### config.mk
export PLATFORM = sky130hd
export DESIGN_NAME = dqtf_top
export DESIGN_NICKNAME = d
export VERILOG_FILES = /design/src/dqtf_mod_ptr.v /design/src/dqtf_top.v
export VERILOG_INCLUDE_DIRS = /design/src /design/src/src
export SDC_FILE = /design/constraint.sdc
export NUM_CORES = 2
export LEC_CHECK = 0
export BUFFER_PORTS_ARGS = -buffer_cell sky130_fd_sc_hd__buf_2
export CAP_MARGIN = 20
export CORE_MARGIN = 3
export CORE_UTILIZATION = 30
export CTS_CLUSTER_SIZE = 28
export DETAILED_ROUTE_END_ITERATION = 16
export REMOVE_ABC_BUFFERS = 1
export SLEW_MARGIN = 5
export SYNTH_ARGS = -nofsm -noshare
export SYNTH_HDL_FRONTEND = slang
export SYNTH_SLANG_ARGS = --single-unit
### constraint.sdc
create_clock -name aclk -period 22.7 [get_ports aclk]
set_input_delay 3.405 -clock aclk [delete_from_list [all_inputs] [get_ports aclk]]
set_output_delay 3.405 -clock aclk [all_outputs]
set_load 0.02 [all_outputs]
### src/dqtf_regs.vh
`ifndef DQTF_REGS_VH
`define DQTF_REGS_VH

// ==========================================================
// Register byte offsets
`define DQTF_OFS_PAT_FIRST   8'h00
`define DQTF_OFS_PAT_SECOND  8'h04
`define DQTF_OFS_MASK_LOWER  8'h08
`define DQTF_OFS_MASK_UPPER  8'h0C
`define DQTF_OFS_INV_CTRL    8'h10
`define DQTF_OFS_LAT_CFG     8'h14
`define DQTF_OFS_STATUS      8'h18

// ==========================================================
// Reset values
`define DQTF_RST_PAT_FIRST   8'h5A
`define DQTF_RST_PAT_SECOND  8'h3C
`define DQTF_RST_MASK        8'h55
`define DQTF_RST_INV_CTRL    8'h00
`define DQTF_RST_RL          6'h0E
`define DQTF_RST_WL          6'h08

// ==========================================================
// Field positions
`define DQTF_BIT_READ_BUS_INVERSION      6
`define DQTF_BIT_DBI_WR      7
`define DQTF_LAT_WL_LSB      8
`define DQTF_LAT_BYTE_SEL    16
`define DQTF_STAT_RD_LSB     4
`define DQTF_BIT_MPC_EN      6

// ==========================================================
// Command codes on the link command pins
`define DQTF_CMD_MPC         4'h1
`define DQTF_CMD_CAS2        4'h2
`define DQTF_CMD_RD          4'h3

// Training function codes in operand bits 5..0
`define DQTF_OP_RD_FIFO      6'h01
`define DQTF_OP_RD_CAL       6'h03
`define DQTF_OP_WR_FIFO      6'h07

// Pending training kinds
`define DQTF_K_NONE          2'h0
`define DQTF_K_RD_FIFO       2'h1
`define DQTF_K_RD_CAL        2'h2
`define DQTF_K_WR_FIFO       2'h3

// ==========================================================
// Timing counts and bus response codes
`define DQTF_LAST_BEAT       4'hF
`define DQTF_AXI_OKAY        2'h0
`define DQTF_AXI_SLVERR      2'h2

`endif

### src/dqtf_mod_ptr.v
`timescale 1ns/1ps

// ==========================================================
// Modulo-N pointer, clear has priority over advance
module dqtf_mod_ptr #(
    parameter DEPTH = 5
) (
    // Clock and reset
    input  wire       aclk,
    input  wire       aresetn,
    // Control
    input  wire       clr,
    input  wire       inc,
    // Pointer value
    output reg  [2:0] ptr_r
);

    localparam [2:0] LAST = DEPTH - 1;

    // Wraps after the last entry back to zero
    always @(posedge aclk)
    begin
        if (!aresetn)
            ptr_r <= 3'h0;
        else if (clr)
            ptr_r <= 3'h0;
        else if (inc)
            ptr_r <= (ptr_r == LAST) ? 3'h0 : ptr_r + 3'h1;
    end

endmodule // dqtf_mod_ptr

### src/dqtf_top.v
`timescale 1ns/1ps
`include "dqtf_regs.vh"

module dqtf_top #(
    parameter FIFO_DEPTH = 5
) (
    // Clock and reset
    input  wire        aclk,
    input  wire        aresetn,
    // AXI4-Lite write address
    input  wire [7:0]  s_axi_awaddr,
    input  wire        s_axi_awvalid,
    output reg         s_axi_awready,
    // AXI4-Lite write data
    input  wire [31:0] s_axi_wdata,
    input  wire [3:0]  s_axi_wstrb,
    input  wire        s_axi_wvalid,
    output reg         s_axi_wready,
    // AXI4-Lite write response
    output reg  [1:0]  s_axi_bresp,
    output reg         s_axi_bvalid,
    input  wire        s_axi_bready,
    // AXI4-Lite read address
    input  wire [7:0]  s_axi_araddr,
    input  wire        s_axi_arvalid,
    output reg         s_axi_arready,
    // AXI4-Lite read data
    output reg  [31:0] s_axi_rdata,
    output reg  [1:0]  s_axi_rresp,
    output reg         s_axi_rvalid,
    input  wire        s_axi_rready,
    // Link inputs from the controller
    input  wire        link_ck,
    input  wire        link_cke,
    input  wire        link_reset_n,
    input  wire [3:0]  link_cmd,
    input  wire [6:0]  link_op,
    input  wire [15:0] dq_in,
    input  wire [1:0]  mask_inversion_pin_in,
    // Pin drivers, enable low while driving
    output reg  [15:0] dq_out,
    output reg  [15:0] dq_oe_n,
    output reg  [1:0]  mask_inversion_pin_out,
    output reg  [1:0]  mask_inversion_pin_oe_n
);

    localparam         SYNC_W  = 32;
    localparam         DL      = 64;
    localparam         MEM_N   = FIFO_DEPTH * 16;

    // ======================================================
    // Registers
    reg  [7:0]         cal_pattern_first_r;
    reg  [7:0]         cal_pattern_second_r;
    reg  [7:0]         invert_mask_lower_r;
    reg  [7:0]         invert_mask_upper_r;
    reg  [7:0]         inversion_control_reg_r;
    reg  [5:0]         rl_r;
    reg  [5:0]         wl_r;
    reg                byte_sel_r;
    reg                aw_got_r;
    reg                w_got_r;
    reg  [7:0]         awaddr_r;
    reg  [31:0]        wdata_r;
    reg  [3:0]         wstrb_r;
    reg  [31:0]        rd_word;
    reg                rd_ok;
    reg                wr_ok;
    reg  [31:0]        old_word;
    reg  [31:0]        new_word;
    wire [2:0]         wr_ptr;
    wire [2:0]         rd_ptr;

    // Byte lane merge under write strobes
    function [31:0] merge_strb;
        input [31:0] old_v;
        input [31:0] new_v;
        input [3:0]  strb;
        integer      b;
        begin
            merge_strb = old_v;
            for (b = 0; b < 4; b = b + 1)
                if (strb[b])
                    merge_strb[b*8 +: 8] = new_v[b*8 +: 8];
        end
    endfunction

    // Read decode, unmapped answers with error and zero data
    always @*
    begin
        rd_word = 32'h00000000;
        rd_ok   = 1'b1;
        case (s_axi_araddr)
            `DQTF_OFS_PAT_FIRST:  rd_word[7:0] = cal_pattern_first_r;
            `DQTF_OFS_PAT_SECOND: rd_word[7:0] = cal_pattern_second_r;
            `DQTF_OFS_MASK_LOWER: rd_word[7:0] = invert_mask_lower_r;
            `DQTF_OFS_MASK_UPPER: rd_word[7:0] = invert_mask_upper_r;
            `DQTF_OFS_INV_CTRL:   rd_word[7:0] = inversion_control_reg_r;
            `DQTF_OFS_LAT_CFG:
            begin
                rd_word[5:0]                    = rl_r;
                rd_word[`DQTF_LAT_WL_LSB +: 6]  = wl_r;
                rd_word[`DQTF_LAT_BYTE_SEL]     = byte_sel_r;
            end
            `DQTF_OFS_STATUS:
            begin
                rd_word[2:0]                    = wr_ptr;
                rd_word[`DQTF_STAT_RD_LSB +: 3] = rd_ptr;
            end
            default:              rd_ok = 1'b0;
        endcase
    end

    // Current value of the addressed writable word
    always @*
    begin
        old_word = 32'h00000000;
        wr_ok    = 1'b1;
        case (awaddr_r)
            `DQTF_OFS_PAT_FIRST:  old_word[7:0] = cal_pattern_first_r;
            `DQTF_OFS_PAT_SECOND: old_word[7:0] = cal_pattern_second_r;
            `DQTF_OFS_MASK_LOWER: old_word[7:0] = invert_mask_lower_r;
            `DQTF_OFS_MASK_UPPER: old_word[7:0] = invert_mask_upper_r;
            `DQTF_OFS_INV_CTRL:   old_word[7:0] = inversion_control_reg_r;
            `DQTF_OFS_LAT_CFG:
            begin
                old_word[5:0]                   = rl_r;
                old_word[`DQTF_LAT_WL_LSB +: 6] = wl_r;
                old_word[`DQTF_LAT_BYTE_SEL]    = byte_sel_r;
            end
            default:              wr_ok = 1'b0;
        endcase
        new_word = merge_strb(old_word, wdata_r, wstrb_r);
    end

    // AXI4-Lite slave, address and data taken in either order
    always @(posedge aclk)
    begin
        if (!aresetn)
        begin
            s_axi_awready           <= 1'b1;
            s_axi_wready            <= 1'b1;
            s_axi_bvalid            <= 1'b0;
            s_axi_bresp             <= `DQTF_AXI_OKAY;
            s_axi_arready           <= 1'b1;
            s_axi_rvalid            <= 1'b0;
            s_axi_rresp             <= `DQTF_AXI_OKAY;
            s_axi_rdata             <= 32'h00000000;
            aw_got_r                <= 1'b0;
            w_got_r                 <= 1'b0;
            awaddr_r                <= 8'h00;
            wdata_r                 <= 32'h00000000;
            wstrb_r                 <= 4'h0;
            cal_pattern_first_r     <= `DQTF_RST_PAT_FIRST;
            cal_pattern_second_r    <= `DQTF_RST_PAT_SECOND;
            invert_mask_lower_r     <= `DQTF_RST_MASK;
            invert_mask_upper_r     <= `DQTF_RST_MASK;
            inversion_control_reg_r <= `DQTF_RST_INV_CTRL;
            rl_r                    <= `DQTF_RST_RL;
            wl_r                    <= `DQTF_RST_WL;
            byte_sel_r              <= 1'b0;
        end
        else
        begin
            if (s_axi_awvalid && s_axi_awready)
            begin
                aw_got_r      <= 1'b1;
                awaddr_r      <= s_axi_awaddr;
                s_axi_awready <= 1'b0;
            end
            if (s_axi_wvalid && s_axi_wready)
            begin
                w_got_r      <= 1'b1;
                wdata_r      <= s_axi_wdata;
                wstrb_r      <= s_axi_wstrb;
                s_axi_wready <= 1'b0;
            end
            if (aw_got_r && w_got_r && !s_axi_bvalid)
            begin
                aw_got_r     <= 1'b0;
                w_got_r      <= 1'b0;
                s_axi_bvalid <= 1'b1;
                s_axi_bresp  <= wr_ok ? `DQTF_AXI_OKAY : `DQTF_AXI_SLVERR;
                case (awaddr_r)
                    `DQTF_OFS_PAT_FIRST:  cal_pattern_first_r     <= new_word[7:0];
                    `DQTF_OFS_PAT_SECOND: cal_pattern_second_r    <= new_word[7:0];
                    `DQTF_OFS_MASK_LOWER: invert_mask_lower_r     <= new_word[7:0];
                    `DQTF_OFS_MASK_UPPER: invert_mask_upper_r     <= new_word[7:0];
                    `DQTF_OFS_INV_CTRL:   inversion_control_reg_r <= new_word[7:0];
                    `DQTF_OFS_LAT_CFG:
                    begin
                        rl_r       <= new_word[5:0];
                        wl_r       <= new_word[`DQTF_LAT_WL_LSB +: 6];
                        byte_sel_r <= new_word[`DQTF_LAT_BYTE_SEL];
                    end
                    default:              cal_pattern_first_r     <= cal_pattern_first_r;
                endcase
            end
            if (s_axi_bvalid && s_axi_bready)
            begin
                s_axi_bvalid  <= 1'b0;
                s_axi_awready <= 1'b1;
                s_axi_wready  <= 1'b1;
            end
            if (s_axi_arvalid && s_axi_arready)
            begin
                s_axi_arready <= 1'b0;
                s_axi_rvalid  <= 1'b1;
                s_axi_rdata   <= rd_word;
                s_axi_rresp   <= rd_ok ? `DQTF_AXI_OKAY : `DQTF_AXI_SLVERR;
            end
            if (s_axi_rvalid && s_axi_rready)
            begin
                s_axi_rvalid  <= 1'b0;
                s_axi_arready <= 1'b1;
            end
        end
    end

    // ======================================================
    // Link sampling
    reg  [SYNC_W-1:0]  s1_r;
    reg  [SYNC_W-1:0]  s2_r;
    reg  [SYNC_W-1:0]  s3_r;
    reg  [SYNC_W-1:0]  f_r;
    reg                ck_d_r;
    reg                cke_prev_r;
    wire               f_ck    = f_r[0];
    wire               f_cke   = f_r[1];
    wire               f_rst_n = f_r[2];
    wire [3:0]         f_cmd   = f_r[6:3];
    wire [6:0]         f_op    = f_r[13:7];
    wire [17:0]        f_data  = f_r[31:14];
    wire               lk_rise = f_ck & ~ck_d_r;

    // Three stages; a bit moves only once stages two and three agree
    always @(posedge aclk)
    begin
        if (!aresetn)
        begin
            s1_r       <= 32'h00000000;
            s2_r       <= 32'h00000000;
            s3_r       <= 32'h00000000;
            f_r        <= 32'h00000000;
            ck_d_r     <= 1'b0;
            cke_prev_r <= 1'b0;
        end
        else
        begin
            s1_r   <= {mask_inversion_pin_in, dq_in, link_op, link_cmd,
                       link_reset_n, link_cke, link_ck};
            s2_r   <= s1_r;
            s3_r   <= s2_r;
            f_r    <= (s2_r & s3_r) | (f_r & (s2_r ^ s3_r));
            ck_d_r <= f_ck;
            if (lk_rise)
                cke_prev_r <= f_cke;
        end
    end

    // ======================================================
    // Command decode and pointers
    reg  [1:0]         mpc_kind_r;
    reg  [1:0]         mpc_dec;
    wire               fire     = lk_rise && (mpc_kind_r != `DQTF_K_NONE) &&
                                  (f_cmd == `DQTF_CMD_CAS2);
    wire               norm_rd  = lk_rise && (f_cmd == `DQTF_CMD_RD);
    wire               cke_fall = lk_rise & cke_prev_r & ~f_cke;
    wire               ptr_clr  = ~f_rst_n | cke_fall;
    wire               inc_wr   = (fire && (mpc_kind_r == `DQTF_K_WR_FIFO)) || norm_rd;
    wire               inc_rd   = (fire && (mpc_kind_r == `DQTF_K_RD_FIFO)) || norm_rd;

    // Operand bit 6 low means nothing; unknown codes are ignored
    always @*
    begin
        mpc_dec = `DQTF_K_NONE;
        if (f_op[`DQTF_BIT_MPC_EN])
        begin
            case (f_op[5:0])
                `DQTF_OP_RD_FIFO: mpc_dec = `DQTF_K_RD_FIFO;
                `DQTF_OP_RD_CAL:  mpc_dec = `DQTF_K_RD_CAL;
                `DQTF_OP_WR_FIFO: mpc_dec = `DQTF_K_WR_FIFO;
                default:          mpc_dec = `DQTF_K_NONE;
            endcase
        end
    end

    // Held for one link edge; only a CAS-2 next edge fires it
    always @(posedge aclk)
    begin
        if (!aresetn)
            mpc_kind_r <= `DQTF_K_NONE;
        else if (lk_rise)
            mpc_kind_r <= (f_cmd == `DQTF_CMD_MPC) ? mpc_dec : `DQTF_K_NONE;
    end

    // Both pointers share one wrap rule and clear; only a normal read advances both
    dqtf_mod_ptr #(.DEPTH(FIFO_DEPTH)) u_wr_ptr (
        .aclk    (aclk),
        .aresetn (aresetn),
        .clr     (ptr_clr),
        .inc     (inc_wr),
        .ptr_r   (wr_ptr)
    );

    dqtf_mod_ptr #(.DEPTH(FIFO_DEPTH)) u_rd_ptr (
        .aclk    (aclk),
        .aresetn (aresetn),
        .clr     (ptr_clr),
        .inc     (inc_rd),
        .ptr_r   (rd_ptr)
    );

    // ======================================================
    // Latency delay lines, one slot per link edge
    reg  [1:0]         rdl_kind [0:DL-1];
    reg  [2:0]         rdl_ent  [0:DL-1];
    reg                wdl_v    [0:DL-1];
    reg  [2:0]         wdl_ent  [0:DL-1];
    integer            i;

    // Shift-register instead of a counter so bursts may overlap in flight
    always @(posedge aclk)
    begin
        if (!aresetn)
        begin
            for (i = 0; i < DL; i = i + 1)
            begin
                rdl_kind[i] <= `DQTF_K_NONE;
                rdl_ent[i]  <= 3'h0;
                wdl_v[i]    <= 1'b0;
                wdl_ent[i]  <= 3'h0;
            end
        end
        else if (lk_rise)
        begin
            for (i = DL - 1; i > 0; i = i - 1)
            begin
                rdl_kind[i] <= rdl_kind[i-1];
                rdl_ent[i]  <= rdl_ent[i-1];
                wdl_v[i]    <= wdl_v[i-1];
                wdl_ent[i]  <= wdl_ent[i-1];
            end
            rdl_kind[0] <= (fire && mpc_kind_r != `DQTF_K_WR_FIFO) ? mpc_kind_r
                                                                 : `DQTF_K_NONE;
            rdl_ent[0]  <= rd_ptr;
            wdl_v[0]    <= fire && (mpc_kind_r == `DQTF_K_WR_FIFO);
            wdl_ent[0]  <= wr_ptr;
        end
    end

    // ======================================================
    // Burst sequencers and training storage
    reg  [17:0]        mem [0:MEM_N-1];
    reg  [1:0]         rb_kind_r;
    reg  [2:0]         rb_ent_r;
    reg  [3:0]         rb_beat_r;
    reg  [1:0]         rb_kind_nxt;
    reg  [2:0]         rb_ent_nxt;
    reg  [3:0]         rb_beat_nxt;
    reg                wb_on_r;
    reg  [2:0]         wb_ent_r;
    reg  [3:0]         wb_beat_r;
    reg                wb_on_nxt;
    reg  [2:0]         wb_ent_nxt;
    reg  [3:0]         wb_beat_nxt;

    // A new tap preempts the old burst, which gives seamless bursts
    always @*
    begin
        rb_kind_nxt = rb_kind_r;
        rb_ent_nxt  = rb_ent_r;
        rb_beat_nxt = rb_beat_r;
        wb_on_nxt   = wb_on_r;
        wb_ent_nxt  = wb_ent_r;
        wb_beat_nxt = wb_beat_r;
        if (lk_rise)
        begin
            if (rdl_kind[rl_r] != `DQTF_K_NONE)
            begin
                rb_kind_nxt = rdl_kind[rl_r];
                rb_ent_nxt  = rdl_ent[rl_r];
                rb_beat_nxt = 4'h0;
            end
            else if (rb_kind_r != `DQTF_K_NONE && rb_beat_r != `DQTF_LAST_BEAT)
                rb_beat_nxt = rb_beat_r + 4'h1;
            else
                rb_kind_nxt = `DQTF_K_NONE;
            if (wdl_v[wl_r])
            begin
                wb_on_nxt   = 1'b1;
                wb_ent_nxt  = wdl_ent[wl_r];
                wb_beat_nxt = 4'h0;
            end
            else if (wb_on_r && wb_beat_r != `DQTF_LAST_BEAT)
                wb_beat_nxt = wb_beat_r + 4'h1;
            else
                wb_on_nxt   = 1'b0;
        end
    end

    // Storage clears only on aresetn, not on link reset, so unwritten entries read as clean levels
    always @(posedge aclk)
    begin
        if (!aresetn)
        begin
            for (i = 0; i < MEM_N; i = i + 1)
                mem[i] <= 18'h00000;
            rb_kind_r <= `DQTF_K_NONE;
            rb_ent_r  <= 3'h0;
            rb_beat_r <= 4'h0;
            wb_on_r   <= 1'b0;
            wb_ent_r  <= 3'h0;
            wb_beat_r <= 4'h0;
        end
        else
        begin
            if (lk_rise && wb_on_nxt)
                mem[{wb_ent_nxt, wb_beat_nxt}] <= f_data;
            rb_kind_r <= rb_kind_nxt;
            rb_ent_r  <= rb_ent_nxt;
            rb_beat_r <= rb_beat_nxt;
            wb_on_r   <= wb_on_nxt;
            wb_ent_r  <= wb_ent_nxt;
            wb_beat_r <= wb_beat_nxt;
        end
    end

    // ======================================================
    // Pin drive
    wire [15:0]        pat16   = {cal_pattern_second_r, cal_pattern_first_r};
    wire               cal_bit = pat16[rb_beat_nxt];
    wire               read_bus_inversion  = inversion_control_reg_r[`DQTF_BIT_READ_BUS_INVERSION];
    wire               dbi_wr  = inversion_control_reg_r[`DQTF_BIT_DBI_WR];
    wire [7:0]         lane_lo = {8{cal_bit}} ^ invert_mask_lower_r;
    wire [7:0]         lane_hi = {8{cal_bit}} ^ invert_mask_upper_r;
    wire [17:0]        rd_word_f = mem[{rb_ent_nxt, rb_beat_nxt}];

    // Registered pins; calibration applies the invert mask to its lane
    always @(posedge aclk)
    begin
        if (!aresetn)
        begin
            dq_out                  <= 16'h0000;
            dq_oe_n                 <= 16'hFFFF;
            mask_inversion_pin_out  <= 2'h0;
            mask_inversion_pin_oe_n <= 2'h3;
        end
        else if (rb_kind_nxt == `DQTF_K_RD_CAL)
        begin
            if (byte_sel_r)
            begin
                dq_out                  <= {lane_hi, 8'h00};
                dq_oe_n                 <= 16'h00FF;
                mask_inversion_pin_out  <= {cal_bit, 1'b0};
                mask_inversion_pin_oe_n <= {~read_bus_inversion, 1'b1};
            end
            else
            begin
                dq_out                  <= {8'h00, lane_lo};
                dq_oe_n                 <= 16'hFF00;
                mask_inversion_pin_out  <= {1'b0, cal_bit};
                mask_inversion_pin_oe_n <= {1'b1, ~read_bus_inversion};
            end
        end
        else if (rb_kind_nxt == `DQTF_K_RD_FIFO)
        begin
            dq_out                  <= rd_word_f[15:0];
            dq_oe_n                 <= 16'h0000;
            mask_inversion_pin_out  <= rd_word_f[17:16];
            mask_inversion_pin_oe_n <= {2{~(read_bus_inversion | dbi_wr)}};
        end
        else
        begin
            dq_out                  <= 16'h0000;
            dq_oe_n                 <= 16'hFFFF;
            mask_inversion_pin_out  <= 2'h0;
            mask_inversion_pin_oe_n <= 2'h3;
        end
    end

endmodule // dqtf_top

-- After elaboration in Yosys (flattened, before gate mapping)
Memories as Yosys holds them, arrays and structs flattened. A register that Yosys moved wholly into a read port is not among the register bits.
Cells that the tools add are included.
- register bits after elaboration: 298
- bits in writable memories: 2016
- input bits: 91
- output and inout bits: 77
- memories kept: 5
- add/sub/neg operators: 4
- magnitude comparators: 1
- equal/unequal tests: 26
- muxes and demuxes: 324
- bitwise logic cells: 273
- reductions and logical operators: 39
- memories (memory ; words ; bits a word ; rd ports ; clocked after Yosys merged registers in ; write ports ; RTL line ; text):
    mem ; 80 ; 18 ; 1 ; 0 ; 80 ; dqtf_top.v:354 ; reg [17:0] mem [0:MEM_N-1];
    rdl_ent ; 64 ; 3 ; 64 ; 1 ; 64 ; dqtf_top.v:317 ; reg [2:0] rdl_ent [0:DL-1];
    wdl_ent ; 64 ; 3 ; 64 ; 1 ; 64 ; dqtf_top.v:319 ; reg [2:0] wdl_ent [0:DL-1];
    rdl_kind ; 64 ; 2 ; 64 ; 1 ; 64 ; dqtf_top.v:316 ; reg [1:0] rdl_kind [0:DL-1];
    wdl_v ; 64 ; 1 ; 64 ; 1 ; 64 ; dqtf_top.v:318 ; reg wdl_v [0:DL-1];
- operator list (kind ; number):
    2-to-1 mux 3 bit ; 134
    bitwise OR 1 bit ; 258
    2-to-1 mux 2 bit ; 78
    2-to-1 mux 16 bit ; 6
    2-to-1 mux 1 bit ; 79
    AND 32 bit ; 2
    2-to-1 mux 6 bit ; 9
    equality test 8 x 5 -> 1 bit, second input constant ; 5
    equality test 8 x 4 -> 1 bit, second input constant ; 4
    bitwise OR 32 bit ; 1
    XOR 32 bit ; 1
    case mux 6 bit (5 select lines) ; 1
    2-to-1 mux 4 bit ; 6
    case mux 3 bit (7 select lines) ; 1
    2-to-1 mux 18 bit ; 1
    OR reduction 18 bit ; 1
    equality test 8 x 3 -> 1 bit, second input constant ; 2
    logical AND 1 bit ; 16
    zero test 8 bit ; 2
    XOR 8 bit ; 2
    case mux 2 bit (7 select lines) ; 1
    case mux 1 bit (6 select lines) ; 2
    AND reduction 2 bit ; 6
    case mux 2 bit (5 select lines) ; 1
    27 further kinds ; 48

-- Logic depth before layout (Yosys ltp)
- depth in word-level cells: 11
- gate-level depth with buffers: 19

-- By module
A second synthesis with hierarchy kept.
- cells, all modules: 10588
- area, all modules: 137943.5 um^2
- by module, submodules not included (module ; times used ; cells an instance ; area an instance (um^2)):
    dqtf_top ; 1 ; 10550 ; 137625.7
    dqtf_mod_ptr ; 2 ; 19 ; 158.9

-- Least setup slack after synthesis
OpenSTA, ideal clock, no wires.
- path type: input port to flip-flop
- start point: input aresetn
- end point: memory rdl_ent[0][0], enable pin
- arrival: 13227 ps
- setup slack: 5637 ps
- stages: 5
- buffers on the path: 4
- cells stage by stage: clkbuf_1 > clkbuf_1 > clkbuf_1 > clkbuf_1 > nand2_1
- RTL lines (what ; RTL line ; text):
    start: declaration ; dqtf_top.v:9 ; input wire aresetn,
    end: declaration ; dqtf_top.v:317 ;

==> key figures <==
Drt
  – Vias per cell: 5.52
  – Via count: 95.1k
  – DR WL/cell: 28.0 µm
  – Antenna Nets Post-Route: 0
  – WL final: 483000 µm
  – Drt drc: 0
  – DRT Pass-1 Iters: 7
  – Initial DRC count: 14.8k

Place
  – Hpwl dp: 285000 µm
  – I/O Buffers: 130
  – Placed cells: 16.5k
  – Area after DPL: 147000 µm²
  – RePlAce Congestion: 0.949

Timing
  – Endpoints failing setup: 0
  – Fmax: 116 MHz
  – Slew @ Worst Pin: 1.42 ns
  – Crit path time final: 8.65 ns
  – Final Hold Viols: 0
  – Fin Setup TNS: 0 ns
  – Worst clock skew: 0.0675 ns
  – Fin crit share: 38.1%
  – Slew Limit Fails: 0
  – RSZ-0062 raised after global routing: no
  – Slew headroom: 4.46%
  – Worst hold slack: 0.432 ns

Yosys
  – Post-synth EDFFs: 2847
  – Leading area contributor after synthesis: edfxtp_1
  – Simple-gate share of the synthesized area: 16.5%
  – Top post-synthesis cells by area: edfxtp_1 62%, and2_1 7.0%, dfxtp_1 4.7%, nand2_1 3.5%, mux4_2 3.3%
  – Syn avg cell area: 12.7 µm²
  – Mapped cell area: 138000 µm²
  – Cells after Synth: 10.9k
  – Post-synthesis register bit count: 3172
  – Xor and xnor area share after synthesis: 0.133%
  – Netlist cell types: 92
  – Combinational family with the most area after synthesis: simple AND/OR/NAND/NOR gates
  – Synth Flop Type: edfxtp_1
  – Mux contribution to synthesized area: 4.85%
  – Yosys warning count: 0
  – Seq/Total Area, Yosys: 66.5%
  – Synth Area in Adders: 0.344%
  – Synth Area in Compound Gates: 8.75%
  – Async set-reset flop share out of synthesis: 0%
  – Area share of the largest cell type after synthesis: 61.8%

Power and ir drop
  – Peak supply drop: 0.0582 mV
  – P per Cell Area: 77.1 nW/µm²
  – P_leak: 56.0 nW

Layout
  – Nets: 10.9k
  – Fin util: 34.4%
  – FILL cells: 44.5k
  – Final instance area: 158000 µm²
  – Area of the multi-input gates: 43100 µm²
  – Reg area: 92100 µm²
  – Area Growth Syn to Fin: 14.0%
  – Fin cells: 17.2k
  – Layout cell share with drive strength beyond 1: 13.5%

Clocking
  – # clock sinks: 3172
  – Total CTS buffers: 331
  – Clock Latency Late Sink: 0.92 ns
  – Clock-pin slew on the worst setup and hold paths: 0.06 ns
  – Post-CTS Hold Fix Bufs: 0
  – CTS tree: built
  – Max clock buf depth: 4
  – Post CTS Setup Buffer Count: 0
  – CTS H-Tree Depth: 5
  – Root buffer cell: clkbuf_16
  – Resized Gates After CTS: 0

Floorplan
  – Core area: 458000 µm²
  – Io pins: 168
  – Die W: 685 µm
  – Die area: 469000 µm²
  – Die height: 685 µm
  – Starting density of the core: 30.2%
  – # rows: 248

Min path
  – Hold Crit Depth: 1
  – Hold crit path type: flop to flop
  – WHS Endpoint: s2_r[4]
  – Min-delay src: s1_r[4]

Run
  – Max-cap violations: 0

GRT
  – Largest net degree at the start of global routing: 317
  – Vias in the first global route: 87.9k
  – Global route overflow: 0
  – Tot GR Track Use: 19.8%
  – Number of antenna violations at the first check in global routing: 59
  – Global-route wire length before repair: 679000 µm

Critical path
  – Reg2reg setup slack: 14.05 ns
  – Most frequent CP cell: buf_4
  – Critical path required time: 23.45 ns
  – WP buf/inv: 6
  – Critical Path AT: 9.40 ns
  – Critical path start-end classification: flop to flop
  – Startpoint types: flop
  – Crit-path slowest cell: a311oi_1
  – Worst path max stage delay: 0.98 ns
  – RR Endpoint: dq_out[9]
  – R2r worst-path depth: 17
  – CP delay by family, top: buffers and inverters
  – CP cell instances: buf_4 -> mux4_2 -> mux2i_1 -> nand2_1 -> a41oi_1 -> buf_4 -> a21oi_4 -> buf_4 -> nor2_4 -> buf_4 -> buf_4 -> nand2_1 -> a311oi_1 -> a311oi_1 -> o211ai_1 -> o221ai_1 -> buf_4
  – CP Max Fanout: 37
  – CP Capture Type: flop

Status
  – Status: finished clean
-- through the flow --
step	setup slack, ns	power [mW]
final	14.05	12.2
after global routing	13.92	12.5
after floorplan	-32.43	6.78
after CTS	14.44	12.2
after global placement	14.50	6.88
after detailed placement	14.46	6.88
-- cell families after synthesis --
family,count (synthesis)
buf+inv,1003
mux,412
other cells,1
xor+xnor,21
fa+ha+maj,38
simple gates,4367
flops,3172
compound gates,1859
-- layout make-up --
cell class	count	share of cell area [%]
Tap cell	6125	4.86
Clock inverter	182	1.01
Timing Repair Buffer	547	2.70
Clock buffer	411	5.62
Sequential cell	3172	58.4
Inverter	24	0.0603
Antenna cell	55	0.0872
Multi-Input combinational cell	6716	27.3
-- synth_stat cells, types with 22 or more instances --
library cell	n
buf_1	122
o211ai_1	64
mux2_2	26
mux4_2	203
a22oi_1	62
o311ai_0	27
mux2i_1	182
a21oi_1	522
edfxtp_1	2847
a221o_1	50
dfxtp_1	325
o21ai_0	355
o22ai_1	107
a31oi_1	166
inv_1	23
nand4_1	22
a22o_1	27
a211oi_1	85
o221ai_1	47
ha_1	38
and3_1	604
nor2_1	427
buf_2	93
a221oi_1	125
nand3_1	255
nor3_1	56
nand2_1	1306
a311oi_1	31
and2_1	1554
buf_4	42
clkbuf_1	697
-- worst reg2reg max path: stages (launching register included) --
cell and delay [ns]:
dfxtp_4 0.83, buf_4 0.73, mux4_2 0.62, mux2i_1 0.29
nand2_1 0.12, a41oi_1 0.28, buf_4 0.29, a21oi_4 0.12
buf_4 0.29, nor2_4 0.89, buf_4 0.62, buf_4 0.54
nand2_1 0.75, a311oi_1 0.99, a311oi_1 0.11, o211ai_1 0.47
o221ai_1 0.29, buf_4 0.28
-- worst max-delay path by stage --
stage          slack (ns)  depth (start not counted)    endpoint   start
2_1_floorplan      -32.43                         10  dq_out[13]  ck_d_r
3_3_place_gp        14.50                         17   dq_out[9]    flop
3_5_place_dp        14.46                         17   dq_out[9]    flop
4_1_cts             14.44                         17   dq_out[9]    flop
5_1_grt             13.92                         15  dq_out[13]    flop
6_report            14.05                         17   dq_out[9]    flop
-- sequential cells by signal, indices dropped and copies added (netlist names), 16 cells and up, named ones only --
name and count:
mem 2304, rdl_ent 192, wdl_ent 192, rdl_kind 128, wdl_v 64, f_r 32
s1_r 32, s2_r 32, s3_r 32, dq_out 16
-- power by group --
| part | switching (mW) | internal (mW) |
|---|---|---|
| Sequential | 0.0512 | 6.45 |
| Combinational | 0.197 | 0.0754 |
| Clock | 2.34 | 3.05 |
| Total | 2.58 | 9.58 |
-- metal layers --
metal | wire (µm) | track usage [%]
met2 | 208000 | 29.4
met3 | 57900 | 5.22
met1 | 184000 | 26.1
met4 | 32100 | 11.2
met5 | 182 | 0
-- cells in the final DEF (no fill, tap or decap), drive strengths merged, types with 64 or more instances in the layout --
cell       n
edfxtp  2847
and2    1554
nand2   1312
and3     604
buf      543
a21oi    523
nor2     469
clkbuf   415
o21ai    357
dfxtp    325
nand3    255
mux4     203
mux2i    183
a31oi    166
clkinv   142
a221oi   125
o22ai    107
a211oi    85
o211ai    64
Note: power is estimated with default switching activity, not from simulation.
